<file path="config.mk">
export PLATFORM = sky130hd
export DESIGN_NAME = sdram_device_flat
export DESIGN_NICKNAME = d
export VERILOG_FILES = /design/src/sdram_init_pkg.sv /design/src/sdram_link_if.sv /design/src/sdram_device.sv /design/src/flat_wrapper.sv
export VERILOG_INCLUDE_DIRS = /design/src /design/src/src
export SDC_FILE = /design/constraint.sdc
export NUM_CORES = 1
export LEC_CHECK = 0
export BUFFER_PORTS_ARGS = -buffer_cell sky130_fd_sc_hd__buf_4
export CORE_UTILIZATION = 51
export CTS_CLUSTER_DIAMETER = 150
export DETAILED_ROUTE_END_ITERATION = 10
export HOLD_SLACK_MARGIN = 0.12
export PLACE_DENSITY = 0.79
export SYNTH_ARGS = -nofsm -noshare
export SYNTH_HDL_FRONTEND = slang
export SYNTH_SLANG_ARGS = --single-unit
</file>
<file path="constraint.sdc">
create_clock -name clk -period 2.83 [get_ports clk]
set_input_delay 0.566 -clock clk [delete_from_list [all_inputs] [get_ports clk]]
set_output_delay 0.566 -clock clk [all_outputs]
set_load 0.02 [all_outputs]
</file>
<file path="src/sdram_init_regs.svh">
// Constants for the SDRAM mode register, commands and init timing
`ifndef SDRAM_INIT_REGS_SVH
`define SDRAM_INIT_REGS_SVH

// Mode register fields
`define MODE_SPAN_LSB        0
`define MODE_SPAN_MSB        2
`define MODE_ORDER_BIT       3
`define MODE_LAT_LSB         4
`define MODE_LAT_MSB         6
`define MODE_OPM_LOW_BIT     7
`define MODE_OPM_HIGH_BIT    8
`define MODE_WRITE_BURST_BIT 9

// Burst length codes
`define SPAN_CODE_1          3'h0
`define SPAN_CODE_2          3'h1
`define SPAN_CODE_4          3'h2
`define SPAN_CODE_8          3'h3
`define SPAN_CODE_PAGE       3'h7

// Read latency codes
`define LAT_CODE_2           3'h2
`define LAT_CODE_3           3'h3

// Command encodings {cs_n, ras_n, cas_n, we_n}
`define CMD_INHIBIT          4'h8
`define CMD_NOP              4'h7
`define CMD_ACTIVE           4'h3
`define CMD_READ             4'h5
`define CMD_WRITE            4'h4
`define CMD_TERMINATE        4'h6
`define CMD_PRECHARGE        4'h2
`define CMD_REFRESH          4'h1
`define CMD_LOAD_MODE        4'h0

// Precharge-all address bit
`define ADDR_ALL_BANKS_BIT   10

// Timing at 40 MHz (25 ns clock)
`define CLK_PERIOD_NS        25
`define POWERUP_WAIT_US      100
`define POWERUP_WAIT_CYC     ((`POWERUP_WAIT_US * 1000) / `CLK_PERIOD_NS)
`define PRECHARGE_REC_NS     20
`define PRECHARGE_REC_CYC    ((`PRECHARGE_REC_NS + `CLK_PERIOD_NS - 1) / `CLK_PERIOD_NS)
`define REFRESH_CYC_NS       66
`define REFRESH_CYC_CYC      ((`REFRESH_CYC_NS + `CLK_PERIOD_NS - 1) / `CLK_PERIOD_NS)
`define MODE_LOAD_DELAY_CYC  2
`define INIT_REFRESH_COUNT   2
`define GATE_RAISE_CYC       16
`define PAGE_COLUMNS         256

`endif

</file>
<file path="src/sdram_init_pkg.sv">
// Types shared by both ends of the SDRAM link
package sdram_init_pkg;
  typedef logic [3:0]  cmd_t;
  typedef logic [11:0] addr_t;
  typedef logic [15:0] data_t;
  typedef logic [7:0]  col_t;
endpackage : sdram_init_pkg

</file>
<file path="src/sdram_link_if.sv">
// Pin-level link between memory controller and SDRAM device
`timescale 1ns/1ps
interface sdram_link_if;
  import sdram_init_pkg::*;
  logic        clk_gate;
  cmd_t        cmd;
  logic        bank_select_low;
  logic        bank_select_high;
  addr_t       addr;
  data_t       dq_from_ctrl;
  logic        dq_oe_ctrl;
  data_t       dq_from_dev;
  logic        dq_oe_dev;
  data_t       dq;

  assign dq = dq_oe_dev ? dq_from_dev : (dq_oe_ctrl ? dq_from_ctrl : '0);

  modport ctrl (
    output clk_gate, cmd, bank_select_low, bank_select_high, addr, dq_from_ctrl, dq_oe_ctrl,
    input  dq
  );
  modport dev (
    input  clk_gate, cmd, bank_select_low, bank_select_high, addr, dq_from_ctrl, dq_oe_ctrl,
    output dq_from_dev, dq_oe_dev
  );
endinterface : sdram_link_if

</file>
<file path="src/sdram_device.sv">
// SDRAM device end: mode register, burst sequencing, read latency
// What the document requires of controller and device
// RULE1: Controller waits 100 us before real commands
// RULE2: Controller sends inhibit or nop during wait
// RULE3: Clock gate low, raised during the wait
// RULE4: Precharge all, then idle for recovery
// RULE5: At least two refreshes, each with wait
// RULE6: Refreshes may follow mode load, repeat
// RULE7: Mode register loaded before use, then kept
// RULE8: Mode load uses both bank selects zero
// RULE9: Data outputs high-impedance after mode load
// RULE10: Wait mode load delay with nops only
// RULE11: Mode load only with all banks idle
// RULE12: Mode register field layout
// RULE13: Latency codes two and three only
// RULE14: Spans 1,2,4,8; full page sequential
// RULE15: Full page wraps in row, terminate ends
// RULE16: Burst stays inside aligned block, wraps
// RULE17: Sequential adds, interleaved xors offset
// RULE18: Span one ignores order bit
// RULE19: Drive from n+m-1, valid at n+m
// RULE20: Controller never programs reserved spans
// RULE21: Operating mode bits must be zero
// RULE22: Write burst bit makes writes single
// RULE23: Order bit zero sequential, one interleaved
`timescale 1ns/1ps
`include "sdram_init_regs.svh"
module sdram_device
  import sdram_init_pkg::*;
(
  input  wire logic  clk,            // Link clock
  input  wire logic  reset,          // Synchronous reset, active high
  sdram_link_if.dev  link,           // Pins from the controller
  output logic [11:0] mode_value,    // Stored mode register
  output logic        mode_loaded,   // Mode register has been loaded
  output logic        read_strobe,   // Read of one column this cycle
  output logic        write_strobe,  // Write of one column this cycle
  output col_t        column,        // Column being accessed
  output data_t       write_data,    // Data written this cycle
  input  data_t       read_data      // Array data for read column
);

  // ----------------------------------------------------------------
  // Burst address arithmetic
  // ----------------------------------------------------------------
  // Offset mask for the programmed span; zero for span one
  function automatic col_t span_mask(input logic [2:0] code);
    case (code)
      `SPAN_CODE_2:    span_mask = 8'h01;
      `SPAN_CODE_4:    span_mask = 8'h03;
      `SPAN_CODE_8:    span_mask = 8'h07;
      `SPAN_CODE_PAGE: span_mask = 8'hff;
      default:         span_mask = 8'h00;
    endcase
  endfunction : span_mask

  function automatic col_t burst_col(input col_t start, input col_t idx, input col_t mask,
                                     input logic interleave);
    col_t off;
    off = interleave ? ((start ^ idx) & mask) : ((start + idx) & mask); // RULE17 RULE23
    burst_col = (start & ~mask) | off;                                 // RULE16 RULE15
  endfunction : burst_col

  // ----------------------------------------------------------------
  // Mode register
  // ----------------------------------------------------------------
  logic [11:0] mode_q;
  logic        loaded_q;
  logic        load_cmd;
  logic        clk_gate_s1_q;
  logic        clk_gate_q;

  // Clock gate comes from the pins and is synchronised before use
  always_ff @(posedge clk)
  begin
    clk_gate_s1_q <= link.clk_gate;
    clk_gate_q    <= clk_gate_s1_q;
  end

  assign load_cmd = clk_gate_q && link.cmd == `CMD_LOAD_MODE;

  // Unknown value at power-up is modelled as zero plus a not-loaded flag
  always_ff @(posedge clk)
  begin
    if (reset)
    begin
      mode_q   <= 12'h000;
      loaded_q <= 1'b0;
    end
    else if (load_cmd && !link.bank_select_low && !link.bank_select_high) // RULE8
    begin
      mode_q   <= link.addr;  // RULE7 RULE12
      loaded_q <= 1'b1;
    end
  end

  logic [2:0] span_code;
  logic       order_bit;
  logic [2:0] lat_code;
  logic       write_single;
  logic       normal_mode;
  col_t       mask_w;
  logic [2:0] lat_cycles;

  assign span_code    = mode_q[`MODE_SPAN_MSB:`MODE_SPAN_LSB];
  assign lat_code     = mode_q[`MODE_LAT_MSB:`MODE_LAT_LSB];
  assign write_single = mode_q[`MODE_WRITE_BURST_BIT];
  assign normal_mode  = !mode_q[`MODE_OPM_LOW_BIT] && !mode_q[`MODE_OPM_HIGH_BIT]; // RULE21
  // Full page with interleaving is unsupported; fall back to sequential
  assign order_bit    = mode_q[`MODE_ORDER_BIT] && span_code != `SPAN_CODE_PAGE; // RULE14
  assign mask_w       = span_mask(span_code);                                      // RULE18
  // Reserved latency codes behave as three to keep data on the bus defined
  assign lat_cycles   = (lat_code == `LAT_CODE_2) ? 3'h2 : 3'h3;                   // RULE13

  // ----------------------------------------------------------------
  // Burst engine
  // ----------------------------------------------------------------
  typedef enum {IDLE, READING, WRITING} burst_state_t;
  burst_state_t state_q;
  col_t start_q;
  col_t idx_q;
  col_t len_m1_q;
  logic order_q;
  col_t mask_q;
  logic issue_ok;

  assign issue_ok = clk_gate_q && loaded_q && normal_mode;

  always_ff @(posedge clk)
  begin
    if (reset)
    begin
      state_q  <= IDLE;
      start_q  <= 8'h00;
      idx_q    <= 8'h00;
      len_m1_q <= 8'h00;
      order_q  <= 1'b0;
      mask_q   <= 8'h00;
    end
    else if (issue_ok && (link.cmd == `CMD_READ || link.cmd == `CMD_WRITE))
    begin
      state_q  <= (link.cmd == `CMD_READ) ? READING : WRITING;
      start_q  <= link.addr[7:0];
      idx_q    <= 8'h00;
      order_q  <= order_bit;
      // Single-location writes when the write burst bit is set
      mask_q   <= (link.cmd == `CMD_WRITE && write_single) ? 8'h00 : mask_w; // RULE22
      len_m1_q <= (link.cmd == `CMD_WRITE && write_single) ? 8'h00 : mask_w;
    end
    // A mode load ends any burst so the data pins stay released after it
    else if (load_cmd)
      state_q <= IDLE;                                                     // RULE9
    else if (issue_ok && (link.cmd == `CMD_TERMINATE || link.cmd == `CMD_PRECHARGE))
      state_q <= IDLE;                                                     // RULE15
    else
    begin
      case (state_q)
        READING, WRITING:
        begin
          // Full page never ends by itself; it wraps until terminated
          if (idx_q == len_m1_q && mask_q != 8'hff)
            state_q <= IDLE;
          idx_q <= idx_q + 8'h01;
        end
        default: state_q <= IDLE;
      endcase
    end
  end

  col_t cur_col;
  assign cur_col = burst_col(start_q, idx_q, mask_q, order_q);

  // Write data is taken in the same cycle as each write column
  always_ff @(posedge clk)
  begin
    if (reset)
    begin
      write_strobe <= 1'b0;
      write_data   <= 16'h0000;
    end
    else
    begin
      write_strobe <= (state_q == WRITING);
      write_data   <= link.dq_from_ctrl;
    end
  end

  // ----------------------------------------------------------------
  // Read latency pipeline
  // ----------------------------------------------------------------
  // Array fetch happens at burst index time; delay line adds the rest
  logic       rd_pipe_q;
  logic       rd_now;
  assign rd_now = (state_q == READING);

  always_ff @(posedge clk)
  begin
    if (reset || load_cmd)
      rd_pipe_q <= 1'b0;  // RULE9
    else
      rd_pipe_q <= rd_now;
  end

  // Command at edge n, burst index starts n+1; drive from n+m-1
  logic drive_w;
  col_t col_d1_q;
  assign drive_w = (lat_cycles == 3'h2) ? rd_now : rd_pipe_q; // RULE19

  always_ff @(posedge clk)
  begin
    if (reset || load_cmd)
    begin
      link.dq_oe_dev  <= 1'b0; // RULE9
      link.dq_from_dev <= 16'h0000;
    end
    else
    begin
      link.dq_oe_dev  <= drive_w;
      link.dq_from_dev <= read_data;
    end
  end

  always_ff @(posedge clk)
  begin
    if (reset)
    begin
      read_strobe <= 1'b0;
      column      <= 8'h00;
      col_d1_q    <= 8'h00;
    end
    else
    begin
      read_strobe <= drive_w;
      col_d1_q    <= cur_col;
      // Latency three reads lag the burst index by one stage
      column      <= (drive_w && lat_cycles != 3'h2) ? col_d1_q : cur_col; // RULE19
    end
  end

  always_ff @(posedge clk)
  begin
    if (reset)
    begin
      mode_value  <= 12'h000;
      mode_loaded <= 1'b0;
    end
    else
    begin
      mode_value  <= mode_q;
      mode_loaded <= loaded_q;
    end
  end

endmodule : sdram_device

</file>
<file path="src/flat_wrapper.sv">
// flat-port wrapper written by rule: the top's interface ports become plain ports
module sdram_device_flat import sdram_init_pkg::*;
  (clk, reset, mode_value, mode_loaded, read_strobe, write_strobe, column, write_data, read_data, link_clk_gate, link_cmd, link_bank_select_low, link_bank_select_high, link_addr, link_dq_from_ctrl, link_dq_oe_ctrl, link_dq_from_dev, link_dq_oe_dev);
  sdram_link_if link_i ();
  input  wire logic clk;
  input  wire logic reset;
  output logic [11:0] mode_value;
  output logic mode_loaded;
  output logic read_strobe;
  output logic write_strobe;
  output col_t column;
  output data_t write_data;
  input  data_t read_data;
  input wire logic [$bits(link_i.clk_gate)-1:0] link_clk_gate;
  input wire logic [$bits(link_i.cmd)-1:0] link_cmd;
  input wire logic [$bits(link_i.bank_select_low)-1:0] link_bank_select_low;
  input wire logic [$bits(link_i.bank_select_high)-1:0] link_bank_select_high;
  input wire logic [$bits(link_i.addr)-1:0] link_addr;
  input wire logic [$bits(link_i.dq_from_ctrl)-1:0] link_dq_from_ctrl;
  input wire logic [$bits(link_i.dq_oe_ctrl)-1:0] link_dq_oe_ctrl;
  output wire logic [$bits(link_i.dq_from_dev)-1:0] link_dq_from_dev;
  output wire logic [$bits(link_i.dq_oe_dev)-1:0] link_dq_oe_dev;
  assign link_i.clk_gate = link_clk_gate;
  assign link_i.cmd = link_cmd;
  assign link_i.bank_select_low = link_bank_select_low;
  assign link_i.bank_select_high = link_bank_select_high;
  assign link_i.addr = link_addr;
  assign link_i.dq_from_ctrl = link_dq_from_ctrl;
  assign link_i.dq_oe_ctrl = link_dq_oe_ctrl;
  assign link_dq_from_dev = link_i.dq_from_dev;
  assign link_dq_oe_dev = link_i.dq_oe_dev;
  sdram_device u_core (.clk(clk), .reset(reset), .link(link_i), .mode_value(mode_value), .mode_loaded(mode_loaded), .read_strobe(read_strobe), .write_strobe(write_strobe), .column(column), .write_data(write_data), .read_data(read_data));
endmodule
</file>
==> reports/metrics.csv, run 1 <==
stage;metric;value;unit
outcome;status;complete, no violations;
placement;Post-Place Worst Slack;0.5325;ns
logic_synthesis;yosys warns;0;
worst_setup_path;WP data arrival;2.59;ns
clocking;Resize count post-CTS;0;
logic_synthesis;leading area contributor after synthesis;dfxtp_1;
worst_setup_path;Req. time, crit path;3.11;ns
worst_setup_path;Setup crit end kind;register;
timing;Slew headroom;35.71;%
clocking;clock tree buffer depth;2;
logic_synthesis;post-synthesis net count;433;
timing;Hold Violations, Final;0;
clocking;hold buffer count at cts;0;
cells_and_area;Finished Layout Cells;573;
timing;final worst slack;0.5188;ns
floorplan;die area;7640;um2
floorplan;initial core utilization;53.86;%
grt;first-pass GRT wire length;12150;um
clocking;clk_lat worst skew;0.36;ns
logic_synthesis;sequential area share after synthesis;55.43;%
clocking;H-tree Lvls;3;
power;leakage power;2.016;nW
clocking;Root Buffer;clkbuf_8;
clocking;setup repair bufs after CTS;0;
power;PwrDens;525.2;nW/um2
worst_setup_path;Worst setup SP type;register;
logic_synthesis;Mapped Cells;368;
grt;largest net degree at the start of global routing;67;
timing;Max Fclk;432.7;MHz
timing;final setup fails;0;
worst_setup_path;kind of critical path;register to register;
logic_synthesis;FF+latch count, synth;103;
routing;Wirelength per Cell;13.02;um
grt;antenna violations before repair;0;
cells_and_area;commonest non-fill, non-tap cell in the layout;buf_4;
grt;GRT Residual Overflow;0;
power;overall power;2.503;mW
routing;initial drt markers;111;
timing;Worst-Margin Slew;0.9585;ns
worst_setup_path;Top delay family on crit path;compound AO/OA/AOI/OAI gates;
clocking;Clock transition at path regs;0.10;ns
logic_synthesis;ys async rst share;0;%
logic_synthesis;Yosys top cell area share;55.43;%
cells_and_area;fraction of layout cells with a size suffix above 1;28.30;%
logic_synthesis;ys flop type;dfxtp_1;
worst_setup_path;cells along the critical path;ha_1 -> inv_1 -> fa_1 -> nand2b_1 -> a211oi_2 -> a31oi_1 -> xnor2_1 -> mux2i_1 -> a211oi_1;
grt;vias in the first global route;2682;
cells_and_area;most frequent cells in the layout;buf_4 (109), dfxtp_1 (103), nand2_1 (32), nor2_1 (32), nor2b_1 (31);
clocking;TritonCTS buffer count;9;
timing;Setup TNS;0;ns
floorplan;die height;87.41;um
placement;I/O Buffers;108;
grt;Total GRT Usage;20.54;%
routing;via count;2819;
placement;gpl congestion;0.8803;
routing;Pre-Repair DR Iteration Count;6;
clocking;CTS tree;built;
placement;post-DP HPWL;5449;um
clocking;CTS sink count;103;
cells_and_area;n_diodes;0;
routing;WL final;7460;um
timing;fin crit share;81.67;%
flow_run;Max-cap violations;0;
logic_synthesis;synth unique cells;48;
logic_synthesis;Post-synth EDFFs;0;
min_path;Hold Path Class;primary input to register;
floorplan;num rows;30;
worst_setup_path;largest fanout on the critical path;5;
floorplan;DIE WIDTH;87.41;um
routing;Routed Antenna Nets;0;
placement;dpl cells;557;
power;maximum VDD drop;0.2980;mV
routing;Via-to-Cell Ratio;4.920;
timing;RSZ-0062 raised after global routing;no;
cells_and_area;Final nets;537;
cells_and_area;synthesis-to-layout area growth;28.09;%
logic_synthesis;syn avg cell area;10.11;um2
timing;Tmin final;2.311;ns
timing;Fin Clk Skew;0.008596;ns
routing;residual DRC count;0;
worst_setup_path;Bufs and invs on worst path;1;
floorplan;core box area;6907;um2
logic_synthesis;Syn Std Cell Area;3720;um2
worst_setup_path;Worst path max stage delay;0.44;ns
floorplan;IO Count;110;
worst_setup_path;slowest CP cell;dfxtp_1;
timing;Max Slew Vio Count;0;
cells_and_area;Util after Layout;68.99;%
logic_synthesis;Area contributors post-synth;dfxtp_1 (55%), nor2b_1 (5.2%), ha_1 (3.4%);
[synthesized netlist by cell type (4+ instances only)]
master and number:
ha_1 10, o21ai_0 6, nor2_1 32, a211oi_1 4, clkbuf_1 9, nand2b_1 7
and2_1 18, xnor2_1 10, nand3_1 9, nor2b_1 31, inv_1 8, buf_2 5
nand2_1 32, dfxtp_1 103, mux2i_1 7, o22a_1 12, a21oi_1 23
[sequential cells by signal, summed over array words and instances (netlist names), 2 cells and up]
register                 cells
u_core.link.dq_from_dev     16
u_core.idx_q                 8
u_core.len_m1_q              4
u_core.write_data           16
u_core.mode_q               12
u_core.state_q               2
u_core.column                8
u_core.mode_value           12
u_core.col_d1_q              8
u_core.start_q               8
[cell families after synthesis]
logic type | count (synthesis) | share of synthesized area (%)
XOR/XNOR | 13 | 3.061
AND/OR/NAND/NOR | 149 | 21.80
adder cells (fa/ha/maj) | 12 | 4.171
multiplexers | 7 | 1.884
AO/OA/AOI/OAI | 60 | 10.97
flip-flops | 103 | 55.43
buffers and inverters | 24 | 2.691
[layout make-up]
cell class / count / area, um2
multi-input combinational: 241 / 1558
fill: 555 / 2142
tap: 96 / 120.1
clock buffer: 9 / 123.9
timing repair buffer: 109 / 818.3
clock inverter: 7 / 52.55
inverter: 8 / 30.03
sequential: 103 / 2062
[path summary, 6_finish.rpt]
| path | startpoint | cells past startpoint | slack (ns) | to |
|---|---|---|---|---|
| max reg2reg | u_core.idx_q[0] | 9 | 0.52 | u_core.column[6] |
| min | link_clk_gate | 1 | 0.30 | u_core.clk_gate_s1_q |
| min reg2reg | u_core.clk_gate_s1_q | 0 | 0.34 | u_core.clk_gate_q |
| max | u_core.idx_q[0] | 9 | 0.52 | u_core.column[6] |
[per-stage QoR]
stage / cell area [um2] / hold WS [ns]
2_1_floorplan: 3720 / 0.3096
5_1_grt: 4765 / 0.2684
4_1_cts: 4765 / 0.2805
6_report: 4765 / 0.2963
3_3_place_gp: 4588 / 0.3116
3_5_place_dp: 4588 / 0.3138
[worst register-to-register path, cell delays in order, from the launching register on]
cell and delay [ns]:
dfxtp_1 0.44, ha_1 0.25, inv_1 0.07, fa_1 0.39, nand2b_1 0.17, a211oi_2 0.27
a31oi_1 0.14, xnor2_1 0.15, mux2i_1 0.11, a211oi_1 0.24
[report_power, final]
group / leakage [nW] / switching [mW] / internal, mW / total, mW
Sequential: 0.839 / 0.00761 / 1.48 / 1.48
Combinational: 1.08 / 0.0821 / 0.0931 / 0.175
Clock: 0.0961 / 0.512 / 0.331 / 0.843
Total: 2.02 / 0.601 / 1.90 / 2.50
[metal layers]
metal	share of wire, %	vias up	track usage [%]
met5	0	-	0
met4	2.0	0	9.091
met3	6.9	13	5.024
met2	47	94	35.01
met1	44	1266	24.46
li1	-	1446	-
Power figures use the tool's default switching activity.
==> run 2: changes to the inputs <==
- clock period: 2.83 -> 2.2 ns (I/O delays scaled with it)
==> run 2 against run 1 <==
Effect of this change: non-clock buffer count rose by 9; largest cell class unchanged; clock power grew 23%; clock-buffer cell count rose by 1; clock skew about the same; final cell count rose by 1.4%; critical path type unchanged; critical path depth did not move; via count increased by 1.8%; global-route usage about the same; register-to-register slack got worse by 0.36 ns; sequential cell count unchanged; sequential share of layout area down 0.56 points.
==> reports/metrics.csv, run 2 (synthesis gave the netlist of run 1 again) <==
stage;metric;value;unit;change
power;PwrDens;656.7;nW/um2;was 525.2 nW/um2
cells_and_area;fraction of layout cells with a size suffix above 1;30.31;%;was 28.30%
clocking;hold buffer count at cts;0;;unchanged
clocking;CTS sink count;103;;unchanged
worst_setup_path;Critical Path End;u_core.column[6];;unchanged
floorplan;IO Count;110;;unchanged
clocking;clock tree buffer depth;2;;unchanged
worst_setup_path;worst r2r dst;u_core.column[6];;unchanged
placement;gpl congestion;0.8891;;was 0.8803
routing;Routed Antenna Nets;0;;unchanged
clocking;Clock transition at path regs;0.10;ns;about the same
min_path;Hold Path Class;primary input to register;;unchanged
cells_and_area;synthesis-to-layout area growth;29.94;%;was 28.09%
grt;GR Layer Usage met1;23.54;%;was 24.46%
worst_setup_path;largest fanout on the critical path;3;;was 5
worst_setup_path;R2R depth;9;;unchanged
cells_and_area;commonest non-fill, non-tap cell in the layout;buf_4;;unchanged
worst_setup_path;CP Launch Point;u_core.start_q[0];;was u_core.idx_q[0]
routing;WL final;7626;um;was 7460 um
timing;RSZ-0062 raised after global routing;no;;unchanged
placement;Placed Area;4648;um2;was 4588 um2
grt;vias in the first global route;2628;;was 2682
worst_setup_path;Worst setup SP type;register;;unchanged
timing;Fin Clk Skew;0.008481;ns;was 0.008596 ns
grt;Total GRT Usage;20.52;%;was 20.54%
worst_setup_path;Setup crit end kind;register;;unchanged
power;maximum VDD drop;0.4005;mV;was 0.2980 mV
floorplan;die area;7640;um2;unchanged
timing;Slew headroom;47.68;%;was 35.71%
timing;Worst-Margin Slew;0.7819;ns;was 0.9585 ns
flow_run;Max-cap violations;0;;unchanged
grt;met2 Resource Use GR;35.30;%;was 35.01%
power;overall power;3.174;mW;was 2.503 mW
grt;first-pass GRT wire length;11900;um;was 12150 um
cells_and_area;n_diodes;0;;unchanged
worst_setup_path;R2R Path Start;u_core.start_q[0];;was u_core.idx_q[0]
floorplan;num rows;30;;unchanged
grt;largest net degree at the start of global routing;32;;was 67
placement;dpl cells;565;;was 557
timing;Tmin final;2.039;ns;was 2.311 ns
routing;initial drt markers;82;;was 111
clocking;CTS tree;built;;unchanged
routing;Pre-Repair DR Iteration Count;4;;was 6
timing;final setup fails;0;;unchanged
clocking;clk_lat worst skew;0.37;ns;was 0.36 ns
outcome;status;complete, no violations;;unchanged
worst_setup_path;Req. time, crit path;2.48;ns;was 3.11 ns
routing;residual DRC count;0;;unchanged
timing;Max Fclk;490.4;MHz;was 432.7 MHz
placement;post-DP HPWL;5599;um;was 5449 um
cells_and_area;Final nets;546;;was 537
routing;via count;2870;;was 2819
power;leakage power;2.056;nW;was 2.016 nW
grt;antenna violations before repair;0;;unchanged
cells_and_area;Largest regs;u_core.link.dq_from_dev: 16 flops, u_core.write_data: 16 flops;;unchanged
grt;M3 GR Usage;5.213;%;was 5.024%
cells_and_area;Util after Layout;69.98;%;was 68.99%
floorplan;die height;87.41;um;unchanged
placement;I/O Buffers;108;;unchanged
clocking;Root Buffer;clkbuf_8;;unchanged
grt;GRT Residual Overflow;0;;unchanged
clocking;H-tree Lvls;3;;unchanged
worst_setup_path;kind of critical path;register to register;;unchanged
timing;Hold Violations, Final;0;;unchanged
routing;Wirelength per Cell;13.13;um;was 13.02 um
timing;Setup TNS;0;ns;unchanged
timing;Max Slew Vio Count;0;;unchanged
clocking;TritonCTS buffer count;9;;unchanged
floorplan;DIE WIDTH;87.41;um;unchanged
cells_and_area;Final Cell Area;4833;um2;was 4765 um2
routing;Via-to-Cell Ratio;4.940;;was 4.920
grt;grt peak-use layer;met2;;unchanged
floorplan;core box area;6907;um2;unchanged
cells_and_area;most frequent cells in the layout;buf_4 (118), dfxtp_1 (101), nand2_1 (32), nor2_1 (32), nor2b_1 (31);;was buf_4 (109), dfxtp_1 (103), nand2_1 (32), nor2_1 (32), nor2b_1 (31)
cells_and_area;Finished Layout Cells;581;;was 573
worst_setup_path;flop2flop setup slack;0.16;ns;was 0.52 ns
worst_setup_path;WP data arrival;2.32;ns;was 2.59 ns
floorplan;initial core utilization;53.86;%;unchanged
timing;fin crit share;92.69;%;was 81.67%
[run 2: repair_timing]
item	4_1_cts	5_1_grt
endpoints found under the setup margin	0	2
endpoints found under the hold margin	0	0
buffers inserted	0	1
gates resized for setup	0	5
[run 2: cell type report]
cell class | count | area [um2]
clock inverters | 5 | 35.03
clock buffers | 10 | 127.6
flip-flops and latches | 103 | 2064
fillers | 559 | 2073
well taps | 96 | 120.1
multi-input cells | 241 | 1570
inverters | 8 | 30.03
repair buffers | 118 | 885.9
[run 2: where the power goes]
| part | internal, mW | total (mW) | switching (mW) |
|---|---|---|---|
| clock network | 0.408 | 1.04 | 0.628 |
| logic | 0.122 | 0.229 | 0.107 |
| registers | 1.90 | 1.91 | 0.0100 |
| total | 2.43 | 3.17 | 0.745 |
[run 2: layer usage]
layer	vias up	routed length, um
met3	15	563
li1	1463	-
met5	-	0
met4	0	185
met1	1297	3317
met2	95	3559
[run 2: worst min path at each step]
stage                                     from                    to  slack, ns  cells past startpoint
after global routing             link_clk_gate  u_core.clk_gate_s1_q       0.15                      1
after CTS                        link_clk_gate  u_core.clk_gate_s1_q       0.16                      1
after floorplan           u_core.clk_gate_s1_q     u_core.clk_gate_q       0.31                      0
final                            link_clk_gate  u_core.clk_gate_s1_q       0.17                      1
after detailed placement  u_core.clk_gate_s1_q     u_core.clk_gate_q       0.31                      0
after global placement    u_core.clk_gate_s1_q     u_core.clk_gate_q       0.31                      0
[run 2: critical path, cell delays in order, from the launching register on]
cell	delay (ns)
dfxtp_2	0.35
ha_2	0.19
inv_1	0.05
fa_2	0.34
nand2b_4	0.15
a211oi_2	0.27
a31oi_1	0.13
xnor2_1	0.15
mux2i_1	0.11
a211oi_1	0.22
[run 2: through the flow]
step                      setup slack, ns  hold slack [ns]
final                              0.1609           0.1657
after global routing             0.008054           0.1460
after CTS                         0.04063           0.1559
after detailed placement          0.06351           0.3143
after global placement             0.1220           0.3116
after floorplan                    0.1824           0.3096
